### src/rtl/cstc_pkg.sv
// Register map, field positions and clock figures for the clock control block
package cstc_pkg;
  localparam logic [8:0] CSTC_ADDR_CPU_USB_SEL = 9'h030;
  localparam logic [8:0] CSTC_ADDR_IOSC_TRIM   = 9'h034;
  localparam logic [8:0] CSTC_ADDR_XOSC_TRIM   = 9'h035;
  localparam logic [8:0] CSTC_ADDR_SLOW_TRIM   = 9'h036;
  localparam logic [8:0] CSTC_ADDR_RETUNE_CFG  = 9'h039;
  localparam logic [8:0] CSTC_ADDR_PIN_CFG     = 9'h032;
  localparam logic [8:0] CSTC_ADDR_SPEED_SLEEP = 9'h1E0;

  // Writable bit masks; reserved bits read zero
  localparam logic [7:0] CSTC_MASK_CPU_USB_SEL = 8'h61;
  localparam logic [7:0] CSTC_MASK_IOSC_TRIM   = 8'hFF;
  localparam logic [7:0] CSTC_MASK_XOSC_TRIM   = 8'h1D;
  localparam logic [7:0] CSTC_MASK_SLOW_TRIM   = 8'hBF;
  localparam logic [7:0] CSTC_MASK_RETUNE_CFG  = 8'h03;
  localparam logic [7:0] CSTC_MASK_PIN_CFG     = 8'h08;
  localparam logic [7:0] CSTC_MASK_SPEED_SLEEP = 8'h3F;

  localparam logic [7:0] CSTC_RST_ZERO = 8'h00;

  // Field positions
  localparam int CSTC_POS_CPU_SEL      = 0;
  localparam int CSTC_POS_USB_SEL      = 5;
  localparam int CSTC_POS_USB_NODIV    = 6;
  localparam int CSTC_POS_FOFFSET      = 5;
  localparam int CSTC_POS_XGM          = 2;
  localparam int CSTC_POS_XMODE        = 0;
  localparam int CSTC_POS_SLOW_LP      = 7;
  localparam int CSTC_POS_SLOW_BIAS    = 4;
  localparam int CSTC_POS_NO_BUZZ      = 5;
  localparam int CSTC_POS_SLEEP        = 3;
  localparam int CSTC_POS_XOSC_EN      = 3;
  localparam int CSTC_POS_RETUNE_OFF   = 0;
  localparam int CSTC_POS_FINE_ONLY    = 1;

  // Slow oscillator bias codes
  typedef enum logic [1:0] {
    CSTC_BIAS_MID  = 2'b00,
    CSTC_BIAS_HIGH = 2'b01,
    CSTC_BIAS_RSVD = 2'b10,
    CSTC_BIAS_OFF  = 2'b11
  } cstc_bias_t;

  // Processor divider reserved code and the divide mask it selects
  localparam logic [2:0] CSTC_SPD_RSVD = 3'h7;
  localparam logic [6:0] CSTC_DIV_MAX  = 7'h7F;

  // Sleep timer: slow clock is nominally 32768 Hz
  localparam int CSTC_SLOW_HZ = 32768;
  localparam int CSTC_SLEEP_HZ_0 = 512;
  localparam int CSTC_SLEEP_HZ_1 = 64;
  localparam int CSTC_SLEEP_HZ_2 = 8;
  localparam int CSTC_SLEEP_HZ_3 = 1;

  // Fine offset weights in Hz per bit, gain weights in Hz per bit
  localparam int CSTC_FOFF_W0_HZ = 7500;
  localparam int CSTC_GAIN_W0_HZ = 1500;
endpackage : cstc_pkg

### src/rtl/cstc_divider.sv
// Power-of-two clock enable divider on a selected source strobe
module cstc_divider
  import cstc_pkg::*;
(
  input  wire logic       mclk,
  input  wire logic       rst_b,
  input  wire logic       src_tick,
  input  wire logic [6:0] div_mask,
  output logic            out_tick
);
  logic [6:0] cnt_ff;
  logic [6:0] nxt_cnt;
  logic       tick_ff;
  logic       nxt_tick;

  // Mask of ones selects 2^n; terminal count when masked bits all set
  always_comb begin
    nxt_cnt  = cnt_ff;
    nxt_tick = 1'b0;
    if (src_tick) begin
      if ((cnt_ff & div_mask) == div_mask) begin
        nxt_cnt  = 7'h00;
        nxt_tick = 1'b1;
      end else begin
        nxt_cnt = 7'((cnt_ff & div_mask) + 7'h01);
      end
    end
  end

  always_ff @(posedge mclk or negedge rst_b) begin
    if (!rst_b) begin
      cnt_ff  <= 7'h00;
      tick_ff <= 1'b0;
    end else begin
      cnt_ff  <= nxt_cnt;
      tick_ff <= nxt_tick;
    end
  end

  assign out_tick = tick_ff;
endmodule // cstc_divider

### src/rtl/cstc_top.sv
// Clock source selection, oscillator trim and speed control registers
//
// The address-and-strobe port was chosen for this implementation.
module cstc_top
  import cstc_pkg::*;
(
  input  wire logic       mclk,
  input  wire logic       rst_b,
  input  wire logic [8:0] reg_addr,
  input  wire logic [7:0] reg_wdata,
  input  wire logic       reg_wr,
  input  wire logic       reg_rd,
  output logic      [7:0] reg_rdata,
  input  wire logic       iosc_tick,
  input  wire logic       ext_tick,
  input  wire logic       slow_tick,
  input  wire logic       sleep_req,
  input  wire logic       boot_trim_wr,
  input  wire logic [7:0] boot_iosc_trim,
  input  wire logic [7:0] boot_xosc_trim,
  input  wire logic [7:0] boot_slow_trim,
  output logic            processor_clock,
  output logic            serial_bus_clock,
  output logic            sleep_tick,
  output logic [7:0]      iosc_trim_out,
  output logic            xosc_test_mode,
  output logic [2:0]      xosc_xgm,
  output logic            slow_osc_lp,
  output logic [1:0]      slow_osc_bias,
  output logic            slow_osc_off,
  output logic [3:0]      slow_osc_freq,
  output logic            monitor_force_on,
  output logic            retune_active,
  output logic            retune_fine_only,
  output logic            speed_reserved
);
  logic [7:0] cpu_usb_ff,  nxt_cpu_usb;
  logic [7:0] iosc_ff,     nxt_iosc;
  logic [7:0] xosc_ff,     nxt_xosc;
  logic [7:0] slow_ff,     nxt_slow;
  logic [7:0] retune_ff,   nxt_retune;
  logic [7:0] pin_ff,      nxt_pin;
  logic [7:0] speed_ff,    nxt_speed;
  logic [7:0] rdata_ff,    nxt_rdata;

  // Source strobes are pins from another domain: two flops each
  logic [2:0] src_meta_ff, src_sync_ff;
  logic [2:0] src_prev_ff;
  logic [2:0] src_rise;

  logic       cpu_src_tick;
  logic       usb_src_tick;
  logic [6:0] cpu_mask;
  logic [6:0] usb_mask;
  logic [9:0] sleep_cnt_ff, nxt_sleep_cnt;
  logic [9:0] sleep_lim;
  logic       sleep_tick_ff, nxt_sleep_tick;
  logic       mon_ff,        nxt_mon;
  logic       slow_off_ff,   nxt_slow_off;
  logic       speed_rsvd_ff, nxt_speed_rsvd;
  logic       retune_act_ff, nxt_retune_act;
  logic       cpu_tick;
  logic       usb_tick;

  always_comb begin
    nxt_cpu_usb = cpu_usb_ff;
    nxt_iosc    = iosc_ff;
    nxt_xosc    = xosc_ff;
    nxt_slow    = slow_ff;
    nxt_retune  = retune_ff;
    nxt_pin     = pin_ff;
    nxt_speed   = speed_ff;
    nxt_rdata   = 8'h00;
    // Boot loader writes the factory trims; fine offset forced clear
    if (boot_trim_wr) begin
      nxt_iosc = boot_iosc_trim & 8'h1F;
      nxt_xosc = boot_xosc_trim & CSTC_MASK_XOSC_TRIM;
      nxt_slow = boot_slow_trim & CSTC_MASK_SLOW_TRIM;
    end
    if (reg_wr) begin
      case (reg_addr)
        CSTC_ADDR_CPU_USB_SEL: nxt_cpu_usb = reg_wdata & CSTC_MASK_CPU_USB_SEL;
        CSTC_ADDR_IOSC_TRIM:   nxt_iosc    = reg_wdata & CSTC_MASK_IOSC_TRIM;
        CSTC_ADDR_XOSC_TRIM:   nxt_xosc    = reg_wdata & CSTC_MASK_XOSC_TRIM;
        CSTC_ADDR_SLOW_TRIM:   nxt_slow    = reg_wdata & CSTC_MASK_SLOW_TRIM;
        CSTC_ADDR_RETUNE_CFG:  nxt_retune  = reg_wdata & CSTC_MASK_RETUNE_CFG;
        CSTC_ADDR_PIN_CFG:     nxt_pin     = reg_wdata & CSTC_MASK_PIN_CFG;
        CSTC_ADDR_SPEED_SLEEP: nxt_speed   = reg_wdata & CSTC_MASK_SPEED_SLEEP;
        default: ;
      endcase
    end
    if (reg_rd) begin
      case (reg_addr)
        CSTC_ADDR_CPU_USB_SEL: nxt_rdata = cpu_usb_ff;
        CSTC_ADDR_IOSC_TRIM:   nxt_rdata = iosc_ff;
        CSTC_ADDR_XOSC_TRIM:   nxt_rdata = xosc_ff;
        CSTC_ADDR_SLOW_TRIM:   nxt_rdata = slow_ff;
        CSTC_ADDR_RETUNE_CFG:  nxt_rdata = retune_ff;
        CSTC_ADDR_PIN_CFG:     nxt_rdata = pin_ff;
        CSTC_ADDR_SPEED_SLEEP: nxt_rdata = speed_ff;
        default:               nxt_rdata = 8'h00;
      endcase
    end
  end

  // Trims reset to zero here; silicon leaves them undefined until boot
  always_ff @(posedge mclk or negedge rst_b) begin
    if (!rst_b) begin
      cpu_usb_ff <= CSTC_RST_ZERO;
      iosc_ff    <= CSTC_RST_ZERO;
      xosc_ff    <= CSTC_RST_ZERO;
      slow_ff    <= CSTC_RST_ZERO;
      retune_ff  <= CSTC_RST_ZERO;
      pin_ff     <= CSTC_RST_ZERO;
      speed_ff   <= CSTC_RST_ZERO;
      rdata_ff   <= 8'h00;
    end else begin
      cpu_usb_ff <= nxt_cpu_usb;
      iosc_ff    <= nxt_iosc;
      xosc_ff    <= nxt_xosc;
      slow_ff    <= nxt_slow;
      retune_ff  <= nxt_retune;
      pin_ff     <= nxt_pin;
      speed_ff   <= nxt_speed;
      rdata_ff   <= nxt_rdata;
    end
  end

  always_ff @(posedge mclk or negedge rst_b) begin
    if (!rst_b) begin
      src_meta_ff <= 3'h0;
      src_sync_ff <= 3'h0;
      src_prev_ff <= 3'h0;
    end else begin
      src_meta_ff <= {slow_tick, ext_tick, iosc_tick};
      src_sync_ff <= src_meta_ff;
      src_prev_ff <= src_sync_ff;
    end
  end

  assign src_rise = src_sync_ff & ~src_prev_ff;

  // External path: crystal if enabled, else the input pin; both arrive
  // on ext_tick since the pad mux sits outside this block
  always_comb begin
    cpu_src_tick = cpu_usb_ff[CSTC_POS_CPU_SEL] ? src_rise[1]
                                                : src_rise[0];
    usb_src_tick = cpu_usb_ff[CSTC_POS_USB_SEL] ? src_rise[1]
                                                : src_rise[0];
  end

  // Speed code to divide mask; reserved code holds the slowest rate
  always_comb begin
    case (speed_ff[2:0])
      3'h0:    cpu_mask = 7'h07;
      3'h1:    cpu_mask = 7'h03;
      3'h2:    cpu_mask = 7'h01;
      3'h3:    cpu_mask = 7'h00;
      3'h4:    cpu_mask = 7'h0F;
      3'h5:    cpu_mask = 7'h1F;
      3'h6:    cpu_mask = 7'h7F;
      default: cpu_mask = CSTC_DIV_MAX;
    endcase
  end

  // Internal source always halved; external halved unless bypassed
  always_comb begin
    if (cpu_usb_ff[CSTC_POS_USB_SEL] && cpu_usb_ff[CSTC_POS_USB_NODIV]) begin
      usb_mask = 7'h00;
    end else begin
      usb_mask = 7'h01;
    end
  end

  cstc_divider u_cpu_div (
    .mclk     (mclk),
    .rst_b    (rst_b),
    .src_tick (cpu_src_tick),
    .div_mask (cpu_mask),
    .out_tick (cpu_tick)
  );

  cstc_divider u_usb_div (
    .mclk     (mclk),
    .rst_b    (rst_b),
    .src_tick (usb_src_tick),
    .div_mask (usb_mask),
    .out_tick (usb_tick)
  );

  // Sleep timer divides the slow oscillator to 512, 64, 8 or 1 Hz
  always_comb begin
    case (speed_ff[4:3])
      2'h0:    sleep_lim = 10'(CSTC_SLOW_HZ / CSTC_SLEEP_HZ_0 - 1);
      2'h1:    sleep_lim = 10'(CSTC_SLOW_HZ / CSTC_SLEEP_HZ_1 / 8 - 1);
      2'h2:    sleep_lim = 10'(CSTC_SLOW_HZ / CSTC_SLEEP_HZ_2 / 64 - 1);
      default: sleep_lim = 10'(CSTC_SLOW_HZ / CSTC_SLEEP_HZ_3 / 512 - 1);
    endcase
  end

  // Coarse counter reaches 1/64 of the slow rate; a count of 4096
  // or 32768 would need more than its 10 flops, so long periods step in groups
  logic [8:0] sleep_pre_ff, nxt_sleep_pre;
  logic [8:0] pre_lim;
  always_comb begin
    case (speed_ff[4:3])
      2'h0:    pre_lim = 9'h000;
      2'h1:    pre_lim = 9'h007;
      2'h2:    pre_lim = 9'h03F;
      default: pre_lim = 9'h1FF;
    endcase
  end

  always_comb begin
    nxt_sleep_pre  = sleep_pre_ff;
    nxt_sleep_cnt  = sleep_cnt_ff;
    nxt_sleep_tick = 1'b0;
    if (src_rise[2] && !slow_osc_off) begin
      if (sleep_pre_ff >= pre_lim) begin
        nxt_sleep_pre = 9'h000;
        if (sleep_cnt_ff >= sleep_lim) begin
          nxt_sleep_cnt  = 10'h000;
          nxt_sleep_tick = 1'b1;
        end else begin
          nxt_sleep_cnt = 10'(sleep_cnt_ff + 10'h001);
        end
      end else begin
        nxt_sleep_pre = 9'(sleep_pre_ff + 9'h001);
      end
    end
  end

  always_comb begin
    nxt_mon        = sleep_req & speed_ff[CSTC_POS_NO_BUZZ];
    nxt_retune_act = ~cpu_usb_ff[CSTC_POS_USB_SEL] &
                     ~retune_ff[CSTC_POS_RETUNE_OFF];
  end

  always_ff @(posedge mclk or negedge rst_b) begin
    if (!rst_b) begin
      sleep_pre_ff  <= 9'h000;
      sleep_cnt_ff  <= 10'h000;
      sleep_tick_ff <= 1'b0;
      mon_ff        <= 1'b0;
      retune_act_ff <= 1'b0;
    end else begin
      sleep_pre_ff  <= nxt_sleep_pre;
      sleep_cnt_ff  <= nxt_sleep_cnt;
      sleep_tick_ff <= nxt_sleep_tick;
      mon_ff        <= nxt_mon;
      retune_act_ff <= nxt_retune_act;
    end
  end

  // Flags decode the next state so they stay in step with their fields
  // yet still leave the block from a flop
  always_comb begin
    nxt_slow_off   = nxt_slow[CSTC_POS_SLOW_BIAS +: 2] == CSTC_BIAS_OFF;
    nxt_speed_rsvd = nxt_speed[2:0] == CSTC_SPD_RSVD;
  end

  always_ff @(posedge mclk or negedge rst_b) begin
    if (!rst_b) begin
      slow_off_ff   <= 1'b0;
      speed_rsvd_ff <= 1'b0;
    end else begin
      slow_off_ff   <= nxt_slow_off;
      speed_rsvd_ff <= nxt_speed_rsvd;
    end
  end

  // Trim fields drive the analog oscillators straight from their flops
  assign iosc_trim_out    = iosc_ff;
  assign xosc_test_mode   = xosc_ff[CSTC_POS_XMODE];
  assign xosc_xgm         = xosc_ff[CSTC_POS_XGM +: 3];
  assign slow_osc_lp      = slow_ff[CSTC_POS_SLOW_LP];
  assign slow_osc_bias    = slow_ff[CSTC_POS_SLOW_BIAS +: 2];
  assign slow_osc_off     = slow_off_ff;
  assign slow_osc_freq    = slow_ff[3:0];
  assign retune_fine_only = retune_ff[CSTC_POS_FINE_ONLY];
  assign speed_reserved   = speed_rsvd_ff;
  assign processor_clock  = cpu_tick;
  assign serial_bus_clock = usb_tick;
  assign sleep_tick       = sleep_tick_ff;
  assign monitor_force_on = mon_ff;
  assign retune_active    = retune_act_ff;
  assign reg_rdata        = rdata_ff;
endmodule // cstc_top

### config.mk
export PLATFORM = sky130hd
export DESIGN_NAME = cstc_top
export DESIGN_NICKNAME = d
export VERILOG_FILES = /design/src/rtl/cstc_pkg.sv /design/src/rtl/cstc_divider.sv /design/src/rtl/cstc_top.sv
export SDC_FILE = /design/constraint.sdc
export NUM_CORES = 1
export LEC_CHECK = 0
export ABC_AREA = 1
export BUFFER_PORTS_ARGS = -buffer_cell sky130_fd_sc_hd__clkbuf_2
export CAP_MARGIN = 10
export CORE_ASPECT_RATIO = 1.2
export CORE_MARGIN = 1.5
export CORE_UTILIZATION = 35
export DETAILED_ROUTE_END_ITERATION = 12
export SYNTH_ARGS = -nofsm -noshare
export SYNTH_HDL_FRONTEND = slang
export SYNTH_HIERARCHICAL = 1
export SYNTH_SLANG_ARGS = --single-unit
export TNS_END_PERCENT = 10
### constraint.sdc
create_clock -name mclk -period 2.3 [get_ports mclk]
set_input_delay 0.115 -clock mclk [delete_from_list [all_inputs] [get_ports mclk]]
set_output_delay 0.115 -clock mclk [all_outputs]
set_load 0.05 [all_outputs]
==> impl_metrics.ini, run 1 <==
[yosys]
ys_types = 39
synth_top_area_share_pct = 46.0
syn_area_per_cell_sq_um = 7.80
synth_compound_area_share_pct = 9.57
syn_area_sq_um = 5060
ys_warn_count = 6
synth_fa_ha_area_share_pct = 2.97
ys_ff_latch = 93
ys.flop_type = dfrtp_1
ys_seq_area_share_pct = 46.0
synth-xor-area-share_pct = 1.39
synthTopCellsByArea = dfrtp_1, nand2_1, inv_1, nor2_1, o21ai_0
synth_top_family_by_area = simple AND/OR/NAND/NOR gates
synth_area_leader_cell = dfrtp_1
synth_edf_count = 0
yosys.area_share.simple_pct = 30.0
yosys-mux-area-fraction_pct = 0
syn_inst = 648
async_flop_share_pct = 100

[clocking]
cts_tree = yes
insertion_delay_ns = 0.34
clock-sinks = 93
cts_buffers = 9
hold_buffers = 5
cts-root-buf = clkbuf_16
clk_pin_slew_ns = 0.07
htree_levels = 3
ctsResizeCount = 0
clockBufferDepth = 2
cts_setup_buffers = 0

[drt]
drc = 0
dr.pass1.iters = 4
via_per_inst = 4.57
dr_total_vias = 4150
ant_nets = 0
routedWlPerCell_microns = 12.5
dr.first_iter.drc_count = 165
routed_wl_microns = 11300

[floorplan]
io_pins = 85
fp-row-count = 47
start_util_pct = 36.3
die_w_microns = 113
dieArea_sq_um = 15200
die_h_microns = 135
core_sq_um = 13900

[global_routing]
grt_max_degree = 58
overflow = 0
antenna_found_initial = 0
grt_pass1_vias = 4026
grt_pass1_wl_microns = 19300
grt_usage_pct = 16.1

[timing]
clock_skew_ns = 0.00993
fin_crit_ns = 1.97
fmax_mhz = 508
grt_setup_unrepaired = no
slew_viol_final = 0
setup_viol = 0
hold_viol = 0
tns_ns = 0
timing.final.crit_share_pct = 85.5

[power]
p_per_area_nw_per_um2 = 705
vdd_drop_max_v = 0.000295
p_leak_nw = 3.12

[place]
dp_hpwl_microns = 8430
numPlacedInstances = 888
dpl_cell_area_sq_um = 5580
gp_congestion = 0.783
port_buffers = 76

[worst_setup_path]
r2r_setup_slack_ns = 0.33
r2r_cells = 16
r2r_start = speed_ff[4]$_DFFE_PN0P_
cp_common_cell = nand2_1
crit_path_start_kind = flop
crit_path_max_incr_delay_ns = 0.41
path_cells = nor2_2, inv_1, ha_1, inv_1, nand2_1, nand2_1, nand3_1, nand2_1, nand2_1, nand2_1, nand2_1, nand2_2, nand2_4, nand2_2, nand2_1, nand2_1
crit_type = reg2reg
slowest_stage = dfrtp_1
worstPathArrival_ns = 2.20
critPathRequiredTime_ns = 2.53
cp-end-kind = flop
crit_path_max_fanout = 19
r2r-end = sleep_cnt_ff[1]$_DFFE_PN0P_

[cells_and_area]
final_area_sq_um = 5950
syn_to_final_growth_pct = 17.6
finalNonFillerCells = 908
layout.nets = 795
fill_cells = 1393
n_antenna_cell = 0
multi_input_area_sq_um = 2280
layout-drive-gt1-share_pct = 18.9
final_common_cell = nand2_1
final_cell_mix = nand2_1, dfrtp_1, inv_1
seq_area_sq_um = 2330

[worst_hold_path]
worstHoldPathCells = 3
hold_end = iosc_trim_out[0]$_DFF_PN0_
hp-class = in2reg
min_from = boot_iosc_trim[0]

[run_status]
status = completed

[job]
maxCapViolations = 0
-- cell usage after synthesis (6+ instances only) --
cell type and n:
nor2_4 8, dfrtp_1 93, nor2_1 51, nand2_4 6
inv_1 87, ha_1 12, nor2_2 7, o21ai_2 6
nor3_1 6, a21oi_1 14, buf_4 9, nand2_1 201
o22ai_1 6, o21ai_0 33, o21ai_1 15, nand3_1 30
clkbuf_1 7, xor2_1 7, nand2_2 8
-- metal layers --
layer	global-route usage (%)	wire, microns
met2	27.0	5530
met5	0	0
met1	20.8	5150
met4	7.31	331
met3	2.20	317
-- metrics by stage --
step / util [%] / hold WS (ns) / power, mW / setup slack (ns)
2_1_floorplan: - / -0.181 / 2.44 / 0.558
3_3_place_gp: 40.0 / 0.118 / 2.62 / 0.344
3_5_place_dp: 40.0 / 0.117 / 2.63 / 0.333
4_1_cts: 42.7 / 0.000442 / 4.24 / 0.315
5_1_grt: 42.7 / 0.0260 / 4.43 / 0.122
6_report: 42.7 / 0.00651 / 4.19 / 0.332
-- state kept, by name, indices dropped and copies added (netlist names), 2 cells and up --
| register | count |
|---|---|
| sleep_cnt_ff | 10 |
| sleep_pre_ff | 9 |
| iosc_trim_out | 8 |
| reg_rdata | 8 |
| slow_ff | 8 |
| xosc_ff | 8 |
| u_cpu_div/cnt_ff | 7 |
| u_usb_div/cnt_ff | 7 |
| speed_ff | 6 |
| cpu_usb_ff | 3 |
| src_meta_ff | 3 |
| src_prev_ff | 3 |
| src_sync_ff | 3 |
| retune_ff | 2 |
-- report_power, final --
part / internal, mW / total [mW] / switching, mW
Clock: 0.975 / 1.59 / 0.614
Sequential: 1.76 / 1.87 / 0.112
Combinational: 0.238 / 0.732 / 0.494
-- worst max-delay path, delay by kind of cell (launching register included) --
family | cells | cell delay [ns]
fa+ha+maj | 1 | 0.26
buf+inv | 2 | 0.09
simple gates | 13 | 1.09
flops | 1 | 0.41
-- cell families after synthesis --
| group | count (synthesis) |
|---|---|
| AOI/OAI and AO/OA | 86 |
| xor gates and xnor gates | 8 |
| DFF | 93 |
| and+or+nand+nor | 334 |
| other | 1 |
| buffers and inverters | 114 |
| adders and majority gates | 12 |
-- how the worst max path moves through the flow --
stage / from / to / slack, ns / depth (start not counted)
floorplan: speed_ff[4]$_DFFE_PN0P_ / sleep_cnt_ff[2]$_DFFE_PN0P_ / 0.56 / 16
global placement: speed_ff[4]$_DFFE_PN0P_ / sleep_cnt_ff[5]$_DFFE_PN0P_ / 0.34 / 16
detailed placement: speed_ff[4]$_DFFE_PN0P_ / sleep_cnt_ff[1]$_DFFE_PN0P_ / 0.33 / 16
CTS: speed_ff[4]$_DFFE_PN0P_ / sleep_cnt_ff[1]$_DFFE_PN0P_ / 0.31 / 16
global route: speed_ff[3]$_DFFE_PN0P_ / sleep_cnt_ff[0]$_DFFE_PN0P_ / 0.12 / 16
finish: speed_ff[4]$_DFFE_PN0P_ / sleep_cnt_ff[1]$_DFFE_PN0P_ / 0.33 / 16
-- cell type report --
cell class | count | area share (%)
multi-input cells | 453 | 38.3
clock inverters | 4 | 1.22
flip-flops and latches | 93 | 39.1
inverters | 93 | 5.93
well taps | 171 | 3.60
repair buffers | 83 | 7.74
clock buffers | 11 | 4.08
No activity file was read; power rests on OpenSTA's default activity.
==> inputs of run 2 (changes only) <==
==> constraint.sdc (replaced) <==
create_clock -name mclk -period 2.3 [get_ports mclk]
set_input_delay 0.46 -clock mclk [delete_from_list [all_inputs] [get_ports mclk]]
set_output_delay 0.46 -clock mclk [all_outputs]
set_load 0.05 [all_outputs]
==> run 2 against run 1 <==
Against the previous run: sequential cell count stayed put; non-clock buffer count is 3 lower; final cell count is 0.22% lower; clock-buffer cell count stayed put; global-route usage hardly changed; critical path type unchanged; largest cell class unchanged.
==> impl_metrics.ini, run 2 (synthesis gave the netlist of run 1 again) <==
[job]
maxCapViolations = 0

[global_routing]
grt_usage_pct = 16.1
grt_max_degree = 42
grt_pass1_wl_microns = 19400
grt_pass1_vias = 3935
overflow = 0
antenna_found_initial = 0

[clocking]
cts_tree = yes
cts_setup_buffers = 0
cts_buffers = 9
hold_buffers = 0
ctsResizeCount = 0
clockBufferDepth = 2
insertion_delay_ns = 0.34
clk_pin_slew_ns = 0.07
clock-sinks = 93
cts-root-buf = clkbuf_16
htree_levels = 3

[worst_setup_path]
path_cells = nor2_2, inv_1, ha_1, inv_1, nand2_1, nand2_1, nand3_1, nand2_1, nand2_1, nand2_1, nand2_1, nand2_2, nand2_4, nand2_2, nand2_1, nand2_1
crit_family = simple AND/OR/NAND/NOR gates
crit_path_start_kind = flop
slowest_stage = dfrtp_1
worstPathArrival_ns = 2.20
cp_common_cell = nand2_1
critPathBufInv = 2
critPathRequiredTime_ns = 2.54
crit_type = reg2reg
cp-end-kind = flop
crit_path_max_incr_delay_ns = 0.41
crit_path_max_fanout = 19

[floorplan]
start_util_pct = 36.3
core_sq_um = 13900
fp-row-count = 47
io_pins = 85
die_h_microns = 135
dieArea_sq_um = 15200
die_w_microns = 113

[cells_and_area]
syn_to_final_growth_pct = 16.8
finalNonFillerCells = 906
final_cell_mix = nand2_1, dfrtp_1, inv_1
top_register = sleep_cnt_ff
n_antenna_cell = 0
largest_reg_flops = 10
top_regs = sleep_cnt_ff x10, sleep_pre_ff x9
fill_cells = 1434
layout.nets = 792
post-route-util_pct = 42.4
layout-drive-gt1-share_pct = 19.5
final_common_cell = nand2_1

[drt]
wl_met2_microns = 5750
ant_nets = 0
dr.pass1.iters = 4
met3_length_microns = 344
routedWlPerCell_microns = 12.6
drc = 0
via_per_inst = 4.55
routed_wl_microns = 11500
top_layer = met4
dr.first_iter.drc_count = 215
dr_total_vias = 4118
drt-met1-wl_microns = 5220

[place]
numPlacedInstances = 890
dp_hpwl_microns = 8600
port_buffers = 76
gp_congestion = 0.773

[run_status]
status = completed

[power]
p_per_area_nw_per_um2 = 700
p_leak_nw = 3.10
vdd_drop_max_v = 0.000338

[timing]
fmax_mhz = 509
grt_setup_unrepaired = no
timing.final.crit_share_pct = 85.5
slew_viol_final = 0
fin_crit_ns = 1.97
setup_viol = 0
hold_viol = 0
tns_ns = 0
clock_skew_ns = 0.00647

[worst_hold_path]
hp-class = in2async
==> run 2: metrics by stage <==
step | power, mW | setup slack, ns | instance area (sq um) | hold slack, ns
detailed placement | 2.64 | 0.308 | 5600 | 0.336
CTS | 4.20 | 0.289 | 5910 | 0.0608
global route | 4.37 | 0.0828 | 5910 | 0.0647
finish | 4.13 | 0.334 | 5910 | 0.0420
floorplan | 2.44 | 0.558 | 5100 | 0.164
global placement | 2.62 | 0.314 | 5600 | 0.333
==> run 2: layout make-up <==
cell class	instances	area [sq um]	area share (%)
multi-input cells	453	2280	38.6
flip-flops and latches	93	2330	39.4
clock buffers	11	253	4.28
clock inverters	5	56.3	0.953
repair buffers	80	425	7.20
well taps	171	214	3.62
inverters	93	353	5.97
==> run 2: final timing paths <==
| check | startpoint | to | slack, ns | depth (start not counted) |
|---|---|---|---|---|
| min reg2reg | src_meta_ff[2]$_DFF_PN0_ | src_sync_ff[2]$_DFF_PN0_ | 0.35 | 0 |
| max | speed_ff[4]$_DFFE_PN0P_ | sleep_cnt_ff[0]$_DFFE_PN0P_ | 0.33 | 16 |
| max in group asynchronous | rst_b | u_cpu_div/cnt_ff[6]$_DFFE_PN0P_ | 1.58 | 2 |
| min in group mclk | slow_tick | src_meta_ff[2]$_DFF_PN0_ | 0.22 | 1 |
| max reg2reg | speed_ff[4]$_DFFE_PN0P_ | sleep_cnt_ff[0]$_DFFE_PN0P_ | 0.33 | 16 |
| min | rst_b | reg_rdata[4]$_DFF_PN0_ | 0.04 | 1 |
==> run 2: where the power goes <==
group	total [mW]	switching, mW	leakage (nW)	internal (mW)
Combinational	0.726	0.491	1.72	0.236
Sequential	1.87	0.113	1.23	1.76
Clock	1.53	0.633	0.152	0.902
Total	4.13	1.24	3.10	2.90
==> run 2: metal layers <==
layer  up-vias  GRT usage [%]
li1       2168              -
met1      1871           20.7
met2        70           27.9
met3         9           2.65
met4         0           4.85
met5         -              0
